File: config.mk
export PLATFORM = sky130hd
export DESIGN_NAME = cpu_control_time_base_regs
export DESIGN_NICKNAME = d
export VERILOG_FILES = /design/src/cpu_ctl_pkg.sv /design/src/cpu_control_time_base_regs.sv /design/src/pin_sync.sv /design/src/time_base_counter.sv
export VERILOG_INCLUDE_DIRS = /design/src /design/src/src
export SDC_FILE = /design/constraint.sdc
export NUM_CORES = 1
export LEC_CHECK = 0
export BUFFER_PORTS_ARGS = -buffer_cell sky130_fd_sc_hd__buf_2
export CAP_MARGIN = 20
export CELL_PAD_IN_SITES_DETAIL_PLACEMENT = 1
export CELL_PAD_IN_SITES_GLOBAL_PLACEMENT = 1
export CORE_MARGIN = 5
export CORE_UTILIZATION = 33
export DETAILED_ROUTE_END_ITERATION = 8
export PLACE_DENSITY = 0.69
export SYNTH_ARGS = -nofsm -noshare
export SYNTH_HDL_FRONTEND = slang
export SYNTH_SLANG_ARGS = --single-unit
File: constraint.sdc
create_clock -name i_clk -period 11.1 [get_ports i_clk]
set_input_delay 1.11 -clock i_clk [delete_from_list [all_inputs] [get_ports i_clk]]
set_output_delay 1.11 -clock i_clk [all_outputs]
set_load 0.02 [all_outputs]
File: src/cpu_ctl_cfg.svh
// constants: register numbers, field positions, reset values for the control block
`ifndef CPU_CTL_CFG_SVH
`define CPU_CTL_CFG_SVH

// ****************************************
// special register numbers
// ****************************************
`define SPR_NUM_W            10
`define SPR_TB_HIGH_RD       10'h10C
`define SPR_TB_LOW_RD        10'h10D
`define SPR_TB_HIGH_WR       10'h11C
`define SPR_TB_LOW_WR        10'h11D
`define SPR_IMPL_CTL_ZERO    10'h3F0
`define SPR_SAVE_RESTORE_2ND 10'h01B

// ****************************************
// machine state field positions (lsb index = 31 - printed bit)
// ****************************************
`define MSR_EXT_IRQ_EN_POS   15
`define MSR_MCHK_EN_POS      12
`define MSR_FP_MODE_A_POS    11
`define MSR_FP_MODE_B_POS    8
`define MSR_RESET            32'h0000_0000

// ****************************************
// control register zero field positions
// ****************************************
`define ICZ_CHECK_PIN_EN_POS 31
`define ICZ_ADDR_PAR_EN_POS  29
`define ICZ_DATA_PAR_EN_POS  28
`define ICZ_CLK_TYPE_POS     27
`define ICZ_CLKOUT_EN_POS    25
`define ICZ_RESET            32'h0000_0000

// ****************************************
// widths
// ****************************************
`define ADDR_BUS_W           32
`define DATA_BUS_W           64

`endif

File: src/cpu_ctl_pkg.sv
// types shared by the control and time base block
package cpu_ctl_pkg;

	typedef struct packed {
		logic        valid;
		logic        write;
		logic        supervisor;
		logic [9:0]  num;
		logic [31:0] wdata;
	} spr_req_t;

	typedef struct packed {
		logic ext_irq;
		logic decrementer;
		logic sys_mgmt;
		logic perf_mon;
		logic thermal;
		logic fp_exc;
	} exc_events_t;

	typedef enum logic [4:0] {
		CAUSE_NONE     = 5'b00001,
		CAUSE_MCHK     = 5'b00010,
		CAUSE_FP       = 5'b00100,
		CAUSE_EXTERNAL = 5'b01000,
		CAUSE_SPR_ILL  = 5'b10000
	} exc_cause_t;

	typedef enum logic [2:0] {
		RUN_ST       = 3'b001,
		HANDLER_ST   = 3'b010,
		CHECKSTOP_ST = 3'b100
	} core_state_t;

endpackage

File: src/cpu_control_time_base_regs.sv
// control registers, exception gating and time base for the core
`timescale 1ns/10ps
`default_nettype none
`include "cpu_ctl_cfg.svh"
module cpu_control_time_base_regs #(
	parameter int AW = `ADDR_BUS_W,
	parameter int DW = `DATA_BUS_W
) (
	// clock and reset
	input  wire logic                   i_clk,
	input  wire logic                   i_arst_n,
	// special register move port
	input  wire cpu_ctl_pkg::spr_req_t  i_spr_req,
	output logic                        o_spr_ack,
	output logic [31:0]                 o_spr_rdata,
	output logic                        o_spr_illegal,
	output logic                        o_spr_priv_fault,
	// machine state write port
	input  wire logic                   i_msr_we,
	input  wire logic [31:0]            i_msr_wdata,
	output logic [31:0]                 o_msr,
	// exception events, same clock
	input  wire cpu_ctl_pkg::exc_events_t i_events,
	input  wire logic                   i_tb_tick,
	input  wire logic                   i_handler_done,
	// pins
	input  wire logic                   i_machine_check_input_n,
	input  wire logic                   i_hard_reset_input_n,
	input  wire logic                   i_addr_par_err,
	input  wire logic                   i_data_par_err,
	// exception outputs
	output logic                        o_exc_take,
	output cpu_ctl_pkg::exc_cause_t     o_exc_cause,
	output logic                        o_handler_start,
	output logic [31:0]                 o_save_restore_second,
	output logic                        o_checkstop,
	output logic                        o_fp_exc_enabled,
	output logic                        o_fp_precise,
	// bus parity generation
	input  wire logic [AW-1:0]          i_addr_bus,
	input  wire logic [DW-1:0]          i_data_bus,
	output logic [AW/8-1:0]             o_addr_par,
	output logic [DW/8-1:0]             o_data_par,
	// clock out pin control
	output logic                        o_clkout_oe,
	output logic                        o_clkout_bus_type
);
	// ****************************************
	// reset release and pin synchronisers
	// ****************************************
	logic rst_meta_ff, rst_n_ff;
	always_ff @(posedge i_clk or negedge i_arst_n) begin
		if (!i_arst_n) begin
			rst_meta_ff <= 1'b0;
			rst_n_ff    <= 1'b0;
		end else begin
			rst_meta_ff <= 1'b1;
			rst_n_ff    <= rst_meta_ff;
		end
	end

	logic [1:0] pins_sync;
	pin_sync #(
		.W    (2),
		.INIT (2'b11)
	) u_pin_sync (
		.i_clk   (i_clk),
		.i_rst_n (rst_n_ff),
		.i_async ({i_machine_check_input_n, i_hard_reset_input_n}),
		.o_sync  (pins_sync)
	);
	logic mcp_active, hard_reset_active;
	assign mcp_active        = ~pins_sync[1];
	assign hard_reset_active = ~pins_sync[0];
	// ****************************************
	// register state
	// ****************************************
	logic [31:0]              msr_ff, nxt_msr;
	logic [31:0]              icz_ff, nxt_icz;
	logic [31:0]              srr2_ff, nxt_srr2;
	logic [31:0]              rdata_ff, nxt_rdata;
	logic                     ack_ff, nxt_ack;
	logic                     ill_ff, nxt_ill;
	logic                     priv_ff, nxt_priv;
	cpu_ctl_pkg::core_state_t state_ff, nxt_state;
	cpu_ctl_pkg::exc_cause_t  cause_ff, nxt_cause;
	logic                     take_ff, nxt_take;
	logic                     start_ff, nxt_start;
	logic [31:0]              tb_high, tb_low;
	logic                     tb_wr_high, tb_wr_low;
	// ****************************************
	// field decode
	// ****************************************
	logic ext_en, mchk_en, fp_mode_a, fp_mode_b;
	assign ext_en    = msr_ff[`MSR_EXT_IRQ_EN_POS];
	assign mchk_en   = msr_ff[`MSR_MCHK_EN_POS];
	assign fp_mode_a = msr_ff[`MSR_FP_MODE_A_POS];
	assign fp_mode_b = msr_ff[`MSR_FP_MODE_B_POS];
	// imprecise encodings are run as precise
	logic fp_enabled;
	assign fp_enabled = fp_mode_a | fp_mode_b;
	logic check_pin_en, addr_par_check_en, data_par_check_en, clk_type_bit, clkout_enable_bit;
	assign check_pin_en      = icz_ff[`ICZ_CHECK_PIN_EN_POS];
	assign addr_par_check_en = icz_ff[`ICZ_ADDR_PAR_EN_POS];
	assign data_par_check_en = icz_ff[`ICZ_DATA_PAR_EN_POS];
	assign clk_type_bit      = icz_ff[`ICZ_CLK_TYPE_POS];
	assign clkout_enable_bit = icz_ff[`ICZ_CLKOUT_EN_POS];
	// ****************************************
	// special register access decode
	// ****************************************
	logic rd, wr, sup;
	assign rd  = i_spr_req.valid & ~i_spr_req.write;
	assign wr  = i_spr_req.valid & i_spr_req.write;
	assign sup = i_spr_req.supervisor;
	always_comb begin
		nxt_ack    = i_spr_req.valid;
		nxt_rdata  = 32'h0000_0000;
		nxt_ill    = 1'b0;
		nxt_priv   = 1'b0;
		tb_wr_high = 1'b0;
		tb_wr_low  = 1'b0;
		nxt_icz    = icz_ff;
		case (i_spr_req.num)
			`SPR_TB_HIGH_RD: begin
				nxt_rdata = rd ? tb_high : 32'h0000_0000;
				nxt_ill   = wr;
			end
			`SPR_TB_LOW_RD: begin
				nxt_rdata = rd ? tb_low : 32'h0000_0000;
				nxt_ill   = wr;
			end
			`SPR_TB_HIGH_WR: begin
				nxt_ill    = rd;
				nxt_priv   = wr & ~sup;
				tb_wr_high = wr & sup;
			end
			`SPR_TB_LOW_WR: begin
				nxt_ill   = rd;
				nxt_priv  = wr & ~sup;
				tb_wr_low = wr & sup;
			end
			`SPR_IMPL_CTL_ZERO: begin
				nxt_priv  = i_spr_req.valid & ~sup;
				nxt_rdata = (rd & sup) ? icz_ff : 32'h0000_0000;
				if (wr & sup) begin
					nxt_icz = i_spr_req.wdata;
				end
			end
			`SPR_SAVE_RESTORE_2ND: begin
				nxt_priv = i_spr_req.valid & ~sup;
				nxt_rdata = (rd & sup) ? srr2_ff : 32'h0000_0000;
			end
			default: begin
				nxt_ill = i_spr_req.valid;
			end
		endcase
	end
	time_base_counter #(
		.HALF_W (32)
	) u_time_base (
		.i_clk     (i_clk),
		.i_rst_n   (rst_n_ff),
		.i_tick    (i_tb_tick),
		.i_wr_high (tb_wr_high),
		.i_wr_low  (tb_wr_low),
		.i_wdata   (i_spr_req.wdata),
		.o_high    (tb_high),
		.o_low     (tb_low)
	);
	// ****************************************
	// exception gating and entry
	// ****************************************
	logic mchk_event, ext_event, fp_event, spr_trap;
	assign mchk_event = (check_pin_en & mcp_active)
		| (addr_par_check_en & i_addr_par_err)
		| (data_par_check_en & i_data_par_err);
	assign ext_event  = ext_en & (i_events.ext_irq | i_events.decrementer
		| i_events.sys_mgmt | i_events.perf_mon | i_events.thermal);
	assign fp_event   = fp_enabled & i_events.fp_exc;
	assign spr_trap   = ack_ff & (ill_ff | priv_ff);
	always_comb begin
		nxt_state = state_ff;
		nxt_cause = cpu_ctl_pkg::CAUSE_NONE;
		nxt_take  = 1'b0;
		nxt_start = take_ff;
		nxt_srr2  = srr2_ff;
		nxt_msr   = msr_ff;
		if (i_msr_we) begin
			nxt_msr = i_msr_wdata;
		end
		case (state_ff)
			cpu_ctl_pkg::RUN_ST: begin
				// machine check outranks everything, checkstop when it is masked
				if (mchk_event && !mchk_en) begin
					nxt_state = cpu_ctl_pkg::CHECKSTOP_ST;
				end else if (mchk_event || spr_trap || fp_event || ext_event) begin
					nxt_take  = 1'b1;
					nxt_state = cpu_ctl_pkg::HANDLER_ST;
					nxt_srr2  = msr_ff;
					nxt_msr[`MSR_EXT_IRQ_EN_POS] = 1'b0;
					if (mchk_event) begin
						nxt_cause = cpu_ctl_pkg::CAUSE_MCHK;
						nxt_msr[`MSR_MCHK_EN_POS] = 1'b0;
					end else if (spr_trap) begin
						nxt_cause = cpu_ctl_pkg::CAUSE_SPR_ILL;
					end else if (fp_event) begin
						nxt_cause = cpu_ctl_pkg::CAUSE_FP;
					end else begin
						nxt_cause = cpu_ctl_pkg::CAUSE_EXTERNAL;
					end
				end
			end
			cpu_ctl_pkg::HANDLER_ST: begin
				if (mchk_event && !mchk_en) begin
					nxt_state = cpu_ctl_pkg::CHECKSTOP_ST;
				end else if (i_handler_done) begin
					nxt_state = cpu_ctl_pkg::RUN_ST;
				end
			end
			cpu_ctl_pkg::CHECKSTOP_ST: nxt_state = cpu_ctl_pkg::CHECKSTOP_ST;
			default:                   nxt_state = cpu_ctl_pkg::RUN_ST;
		endcase
	end
	always_ff @(posedge i_clk or negedge rst_n_ff) begin
		if (!rst_n_ff) begin
			msr_ff   <= `MSR_RESET;
			icz_ff   <= `ICZ_RESET;
			srr2_ff  <= 32'h0000_0000;
			rdata_ff <= 32'h0000_0000;
			ack_ff   <= 1'b0;
			ill_ff   <= 1'b0;
			priv_ff  <= 1'b0;
			state_ff <= cpu_ctl_pkg::RUN_ST;
			cause_ff <= cpu_ctl_pkg::CAUSE_NONE;
			take_ff  <= 1'b0;
			start_ff <= 1'b0;
		end else begin
			msr_ff   <= nxt_msr;
			icz_ff   <= nxt_icz;
			srr2_ff  <= nxt_srr2;
			rdata_ff <= nxt_rdata;
			ack_ff   <= nxt_ack;
			ill_ff   <= nxt_ill;
			priv_ff  <= nxt_priv;
			state_ff <= nxt_state;
			cause_ff <= nxt_cause;
			take_ff  <= nxt_take;
			start_ff <= nxt_start;
		end
	end
	// ****************************************
	// bus parity, independent of check enables
	// ****************************************
	logic [AW/8-1:0] nxt_addr_par, addr_par_ff;
	logic [DW/8-1:0] nxt_data_par, data_par_ff;
	genvar gi;
	generate
		for (gi = 0; gi < DW/8; gi++) begin : g_par
			assign nxt_data_par[gi] = ~^i_data_bus[gi*8 +: 8];
			if (gi < AW/8) begin : g_addr
				assign nxt_addr_par[gi] = ~^i_addr_bus[gi*8 +: 8];
			end
		end
	endgenerate
	always_ff @(posedge i_clk or negedge rst_n_ff) begin
		if (!rst_n_ff) begin
			addr_par_ff <= '0;
			data_par_ff <= '0;
		end else begin
			addr_par_ff <= nxt_addr_par;
			data_par_ff <= nxt_data_par;
		end
	end
	// ****************************************
	// clock out pin
	// ****************************************
	// pin driven during hard reset so the board sees a clock early
	logic nxt_clkout_oe, nxt_clkout_type;
	logic clkout_oe_ff, clkout_type_ff;
	always_comb begin
		nxt_clkout_oe   = hard_reset_active | clkout_enable_bit | clk_type_bit;
		nxt_clkout_type = ~hard_reset_active & clk_type_bit;
	end
	always_ff @(posedge i_clk or negedge rst_n_ff) begin
		if (!rst_n_ff) begin
			clkout_oe_ff   <= 1'b0;
			clkout_type_ff <= 1'b0;
		end else begin
			clkout_oe_ff   <= nxt_clkout_oe;
			clkout_type_ff <= nxt_clkout_type;
		end
	end
	// ****************************************
	// outputs
	// ****************************************
	assign o_spr_ack             = ack_ff;
	assign o_spr_rdata           = rdata_ff;
	assign o_spr_illegal         = ack_ff & ill_ff;
	assign o_spr_priv_fault      = ack_ff & priv_ff;
	assign o_msr                 = msr_ff;
	assign o_exc_take            = take_ff;
	assign o_exc_cause           = cause_ff;
	assign o_handler_start       = start_ff;
	assign o_save_restore_second = srr2_ff;
	assign o_checkstop           = (state_ff == cpu_ctl_pkg::CHECKSTOP_ST);
	assign o_fp_exc_enabled      = fp_enabled;
	assign o_fp_precise          = fp_enabled;
	assign o_addr_par            = addr_par_ff;
	assign o_data_par            = data_par_ff;
	assign o_clkout_oe           = clkout_oe_ff;
	assign o_clkout_bus_type     = clkout_type_ff;
endmodule
`default_nettype wire

File: src/pin_sync.sv
// two-flop synchroniser for a group of pin inputs
`timescale 1ns/10ps
`default_nettype none
module pin_sync #(
	parameter int W    = 1,
	parameter logic [W-1:0] INIT = '0
) (
	// clock and reset
	input  wire logic         i_clk,
	input  wire logic         i_rst_n,
	// pins
	input  wire logic [W-1:0] i_async,
	// synchronised
	output logic      [W-1:0] o_sync
);
	logic [W-1:0] meta_ff;
	logic [W-1:0] sync_ff;

	always_ff @(posedge i_clk or negedge i_rst_n) begin
		if (!i_rst_n) begin
			meta_ff <= INIT;
			sync_ff <= INIT;
		end else begin
			meta_ff <= i_async;
			sync_ff <= meta_ff;
		end
	end

	assign o_sync = sync_ff;
endmodule
`default_nettype wire

File: src/time_base_counter.sv
// 64-bit time base built from two 32-bit halves
`timescale 1ns/10ps
`default_nettype none
module time_base_counter #(
	parameter int HALF_W = 32
) (
	// clock and reset
	input  wire logic              i_clk,
	input  wire logic              i_rst_n,
	// count enable
	input  wire logic              i_tick,
	// half writes
	input  wire logic              i_wr_high,
	input  wire logic              i_wr_low,
	input  wire logic [HALF_W-1:0] i_wdata,
	// count
	output logic      [HALF_W-1:0] o_high,
	output logic      [HALF_W-1:0] o_low
);
	logic [HALF_W-1:0] high_ff;
	logic [HALF_W-1:0] low_ff;
	logic [HALF_W-1:0] nxt_high;
	logic [HALF_W-1:0] nxt_low;
	logic [2*HALF_W-1:0] sum;

	always_comb begin
		sum      = {high_ff, low_ff} + {{(2*HALF_W-1){1'b0}}, i_tick};
		nxt_high = sum[2*HALF_W-1:HALF_W];
		nxt_low  = sum[HALF_W-1:0];
		// a write to one half leaves the other counting
		if (i_wr_high) begin
			nxt_high = i_wdata;
		end
		if (i_wr_low) begin
			nxt_low = i_wdata;
		end
	end

	always_ff @(posedge i_clk or negedge i_rst_n) begin
		if (!i_rst_n) begin
			high_ff <= '0;
			low_ff  <= '0;
		end else begin
			high_ff <= nxt_high;
			low_ff  <= nxt_low;
		end
	end

	assign o_high = high_ff;
	assign o_low  = low_ff;
endmodule
`default_nettype wire
# [After elaboration in Yosys (flattened, before gate mapping)]
# Index checks and enable logic that the tools add are counted.
[classes] bitwise=30 n_reduce_logical=23 mux=33 addsub=1 eq_ne=11
[op_table] operator="2-to-1 mux 32 bit" count=6
[op_table] operator="one-hot mux 32 bit (4 select lines)" count=1
[op_table] operator="XNOR reduction 8 bit" count=12
[op_table] operator="adder 64 x 1 -> 64 bit" count=1
[op_table] operator="equality test 10 x 9 -> 1 bit, second input constant" count=4
[op_table] operator="2-to-1 mux 5 bit" count=5
[op_table] operator="2-to-1 mux 16 bit" count=1
[op_table] operator="AND 1 bit" count=15
[op_table] operator="2-to-1 mux 1 bit" count=12
[op_table] operator="2-to-1 mux 3 bit" count=4
[op_table] operator="equality test 10 bit, second input constant" count=1
[op_table] operator="equality test 10 x 5 -> 1 bit, second input constant" count=1
[op_table] operator="bitwise OR 1 bit" count=10
[op_table] operator="one-hot mux 3 bit (3 select lines)" count=1
[op_table] operator="inequality test 3 bit, second input constant" count=2
[op_table] operator="OR reduction 2 bit" count=3
[op_table] operator="NOT 1 bit" count=5
[op_table] operator="2-to-1 mux 4 bit" count=1
[op_table] operator="AND reduction 2 bit" count=2
[op_table] operator="equality test 3 x 1 -> 1 bit, second input constant" count=1
[op_table] operator="equality test 3 x 2 -> 1 bit, second input constant" count=1
[op_table] operator="equality test 3 bit, second input constant" count=1
[op_table] operator="logical OR 1 bit" count=3
[op_table] operator="one-hot mux 1 bit (3 select lines)" count=1
[op_table] operator="4 further kinds" count=4
[word_totals] input_bits=188 register_bits=225 word_cells=120 out_inout_bits=123

# [Longest topological paths before layout]
[depth] ltp_word=10 mapped_depth=8 mapped_depth_nobuf=7

# [Cells and area by module]
# Synthesis repeated with hierarchy kept, for this count alone.
[hier_totals] cells_unflattened=1010 area_unflattened_um2=11128.2
[by_module_without_submodules] module="cpu_control_time_base_regs" seq_area_each_um2=3931.3 cells_each=574 area_per_inst_um2=7233.2 n_inst=1
[by_module_without_submodules] module="time_base_counter" seq_area_each_um2=1601.5 cells_each=432 area_per_inst_um2=3789.9 n_inst=1
[by_module_without_submodules] module="pin_sync" seq_area_each_um2=105.1 cells_each=4 area_per_inst_um2=105.1 n_inst=1

# [Worst setup path before layout]
# No wires, ideal clock.
[synth_timing] path_kind="input to register" from="in i_tb_tick" to="reg u_time_base.high_ff[26], in the netlist u_time_base.o_high[26]" cell_stages=8 path_buffers=1 arrival_time_ns=3.082 path_slack_ns=7.892 setup_time_ns=0.127 path_cell_list="ha_1 ha_1 nand4_1 or4_1 clkbuf_1 nor4_1 a21oi_1 nand3b_1"
[synth_between] elab_chain_len=2
[synth_rtl] element="from (decl)" line_no="cpu_control_time_base_regs.sv:24" rtl="input wire logic i_tb_tick,"
[synth_rtl] element="adder 64 x 1 -> 64 bit" line_no="time_base_counter.sv:27" rtl="sum = {high_ff, low_ff} + {{(2*HALF_W-1){1'b0}}, i_tick};"
[synth_rtl] element="2-to-1 mux 32 bit" line_no="time_base_counter.sv:31" rtl="if (i_wr_high) begin"
[synth_rtl] element="via u_time_base.nxt_high[26]" line_no="time_base_counter.sv:22" rtl="logic [HALF_W-1:0] nxt_high;"
[synth_rtl] element="to (signal assigned)" line_no="time_base_counter.sv:44" rtl="high_ff <= nxt_high;"
[synth_rtl] element="to (decl)" line_no="time_base_counter.sv:20" rtl="logic [HALF_W-1:0] high_ff;"
# The timed path passes the listed nets, and every way through them passes these cells.
# A chain may end at the register's enable or synchronous reset.

# [Final worst setup path]
[layout_timing] from="in i_spr_req[32] (netlist name)" to="reg u_time_base.high_ff[31], in the netlist u_time_base.o_high[31]"
[layout_between] elab_chain_len=3
[layout_rtl] element="from (decl)" line_no="cpu_control_time_base_regs.sv:13" rtl="input wire cpu_ctl_pkg::spr_req_t i_spr_req,"
[layout_rtl] element="equality test 10 x 9 -> 1 bit" line_no="cpu_control_time_base_regs.sv:123" rtl="case (i_spr_req.num)"
[layout_rtl] element="2-to-1 mux 1 bit" line_no="cpu_control_time_base_regs.sv:123"
[layout_rtl] element="2-to-1 mux 32 bit" line_no="time_base_counter.sv:31"
[layout_rtl] element="via u_time_base.nxt_high[31]" line_no="time_base_counter.sv:22"
# The timed path passes the listed nets, and every way through them passes these cells.

==> out/metrics.cfg <==
[outcome]
status = completed

[power_and_ir_drop]
vdd_drop_max_mv = 0.1060
power.density_nw_per_um2 = 146.8
total_power_mw = 2.081
static-leakage-power_nw = 6.675

[finish]
post-route-util_pct = 42.16
fillers = 3773
drive_gt1_share_pct = 36.93
multi_input_area_um2 = 5374
design_area_um2 = 14170
final_common_cell = buf_2
layout_common_cells = 310 x buf_2, 218 x dfrtp_1, 109 x xnor2_1
final_nets = 1499
ff_latch_area_um2 = 5642
area_growth_pct = 26.12
final_cells = 1780

[routing]
dr.pass1.iters = 5
ant_nets = 0
drtIter0Drc = 433
drcViolationCount = 0
wl_per_cell_um = 20.99
num_vias = 9266
drt_wl_total_mm = 37.37
avgViaCountPerCell = 5.206

[global_routing]
grt_pass1_wl_mm = 59.09
track_usage_pct = 19.36
gr-total-overflow = 0
antenna_found_initial = 7
grt_max_degree = 159
grt_pass1_vias = 10064

[critical_path]
crit_slowest_cell = or4_1
cp.arrival_ns = 3.78
path_class = in2reg
r2r-start = u_time_base.o_low[0]
r2r_slack_ns = 8.17
required_ns = 11.49
critPathCapture = u_time_base.o_high[31]
critPathMaxFanout = 36
path_cells = buf_2 -> buf_4 -> nand4bb_1 -> or4_1 -> o21a_1 -> a221oi_1 -> nand3_1
start_kind = input pin
crit_start = i_spr_req[32]
setup.worst_path.end_class = flop
ff2ff_path_depth = 7
cp_slowest_stage_delay_ns = 1.10
r2r_end = u_time_base.o_high[26]

[logic_synthesis]
synth-edff-count = 0
ys_ff_latch = 225
async_reset_ff_share_pct = 100.0
synthSimpleGateAreaFrac_pct = 14.91
synthAdderAreaFrac_pct = 0.2227
synth_area_per_cell_um2 = 11.07
synth_top_family_by_area = simple AND/OR/NAND/NOR gates
synth_compound_area_share_pct = 8.586
yosys-mux-area-fraction_pct = 13.69
yosysSeqAreaShare_pct = 50.18
ys.flop_type = dfrtp_1
syn-num-nets = 1205
syn-instance-count = 1015
synth_area_um2 = 11240
synth_xor_area_share_pct = 10.13
yosysUniqueCellTypes = 53
yosys_warnings = 0

[min_path]
min_path_type = in2async

[clock_tree]
clkLatencyLatePin_ns = 0.52
htreeDepth = 1
cts_tree = built
post-cts-setup-buffers = 0
cts_resized = 0
cts_root_buffer = clkbuf_16
holdBufCountCts = 0
clkSlewWorstSetupHoldPaths_ns = 0.06
cts_sinks = 225
cts_buffers = 25
max-clock-path-buffers = 3

[sta]
min_period_over_period_pct = 30.49
period_needed_ns = 3.385
setup_tns_ns = 0
rsz0062_at_grt = no
fmaxAchievable_ghz = 0.2955
skew_ns = 0.007771
hold_viol = 0
slew_headroom_pct = 26.41
hold_slack_ns = 0.3555
fin_ws_ns = 7.715
setup_violations = 0
worstMarginPinSlew_ns = 1.104
drv_slew = 0

[floorplan]
initial_core_util_pct = 33.42
num_rows = 67
num_io_pins = 311
die_h_um = 194.5
die_area_um2 = 37840
coreArea_um2 = 33620
die_w_um = 194.5

[job]
maxCapViolations = 0

[placed_design]
gp_congestion = 0.8350
dp_cells = 1730
place_ws_ns = 7.185
dpl_cell_area_um2 = 13280
io_buffers = 310
hpwlAfterDp_mm = 28.23

Yosys cell counts (all sizes together), types with 2 or more instances:
cell	count	area, um2
nand3b	4	30.03
mux2	101	1137
xor2	21	183.9
xnor2	109	954.7
or4b	3	30.03
o21ai	32	160.2
or4	14	108.9
inv	6	22.52
nor4	18	146.4
and4	6	52.55
nand4	23	143.9
mux2i	40	400.4
a21oi	27	135.1
dfrtp	219	5480
and3	22	137.6
o21a	2	15.01
clkbuf	48	180.2
nor3b	6	45.04
buf	10	50.05
nand3	32	165.2
o211a	2	20.02
a22oi	4	30.03
and2	10	62.56
nand2	84	315.3
or2	4	25.02
ha	2	25.02
a31oi	2	12.51
or3	2	12.51
nor4b	2	17.52
nor3	19	95.09
dfstp	6	157.7
nand4b	3	26.28
nand2b	4	25.02
a2bb2oi	32	280.3
nor2	57	214.0
a22o	32	280.3
worst max-delay path: cells and delay by family:
kind / cells / cell delay (ns)
AND/OR/NAND/NOR: 3 / 1.65
AO/OA/AOI/OAI: 2 / 0.59
buffers and inverters: 2 / 0.40
power by group:
group	leakage [nW]	internal (mW)	switching (mW)
Combinational	3.33	0.124	0.157
Sequential	2.91	0.868	0.0439
Clock	0.441	0.544	0.344
layout make-up:
cell class,instances,area share [%]
multi-input combinational,726,37.92
clock buffer,32,5.024
timing repair buffer,325,11.83
antenna,5,0.08829
clock inverter,13,1.210
sequential,225,39.81
inverter,6,0.1589
tap,448,3.956
cell families (layout without fill, tap and decap cells):
family,after synthesis,in the layout
xor+xnor,130,130
fa+ha+maj,2,2
flops,225,225
simple gates,315,315
buf+inv,64,376
compound gates,137,137
mux,141,141
other cells,1,6
metal layers:
layer	up-vias	wire length, um	share of wire [%]	track usage [%]
met3	63	2253	6.0	4.120
met5	-	13	0.035	0
met1	4675	15240	41	24.22
met4	2	1159	3.1	5.703
met2	304	18710	50	33.76
li1	4222	-	-	-
worst min path at each step:
stage | startpoint | end | slack (ns) | cells after the start
2_1_floorplan | rst_meta_ff | rst_n_ff | 0.33 | 0
3_3_place_gp | rst_meta_ff | rst_n_ff | 0.34 | 0
3_5_place_dp | rst_meta_ff | rst_n_ff | 0.34 | 0
4_1_cts | i_arst_n | rst_n_ff | 0.34 | 1
5_1_grt | i_arst_n | rst_n_ff | 0.35 | 1
6_report | i_arst_n | rst_n_ff | 0.36 | 1
sequential cells by signal, indices dropped and copies added (netlist names), 2 cells and up:
register,flops
u_pin_sync.o_sync,2
u_time_base.o_high,32
o_spr_rdata,32
state_ff,3
o_save_restore_second,32
o_addr_par,4
o_exc_cause,5
u_pin_sync.meta_ff,2
icz_ff,32
o_data_par,8
u_time_base.o_low,32
o_msr,32
No activity file was read; power rests on OpenSTA's default activity.
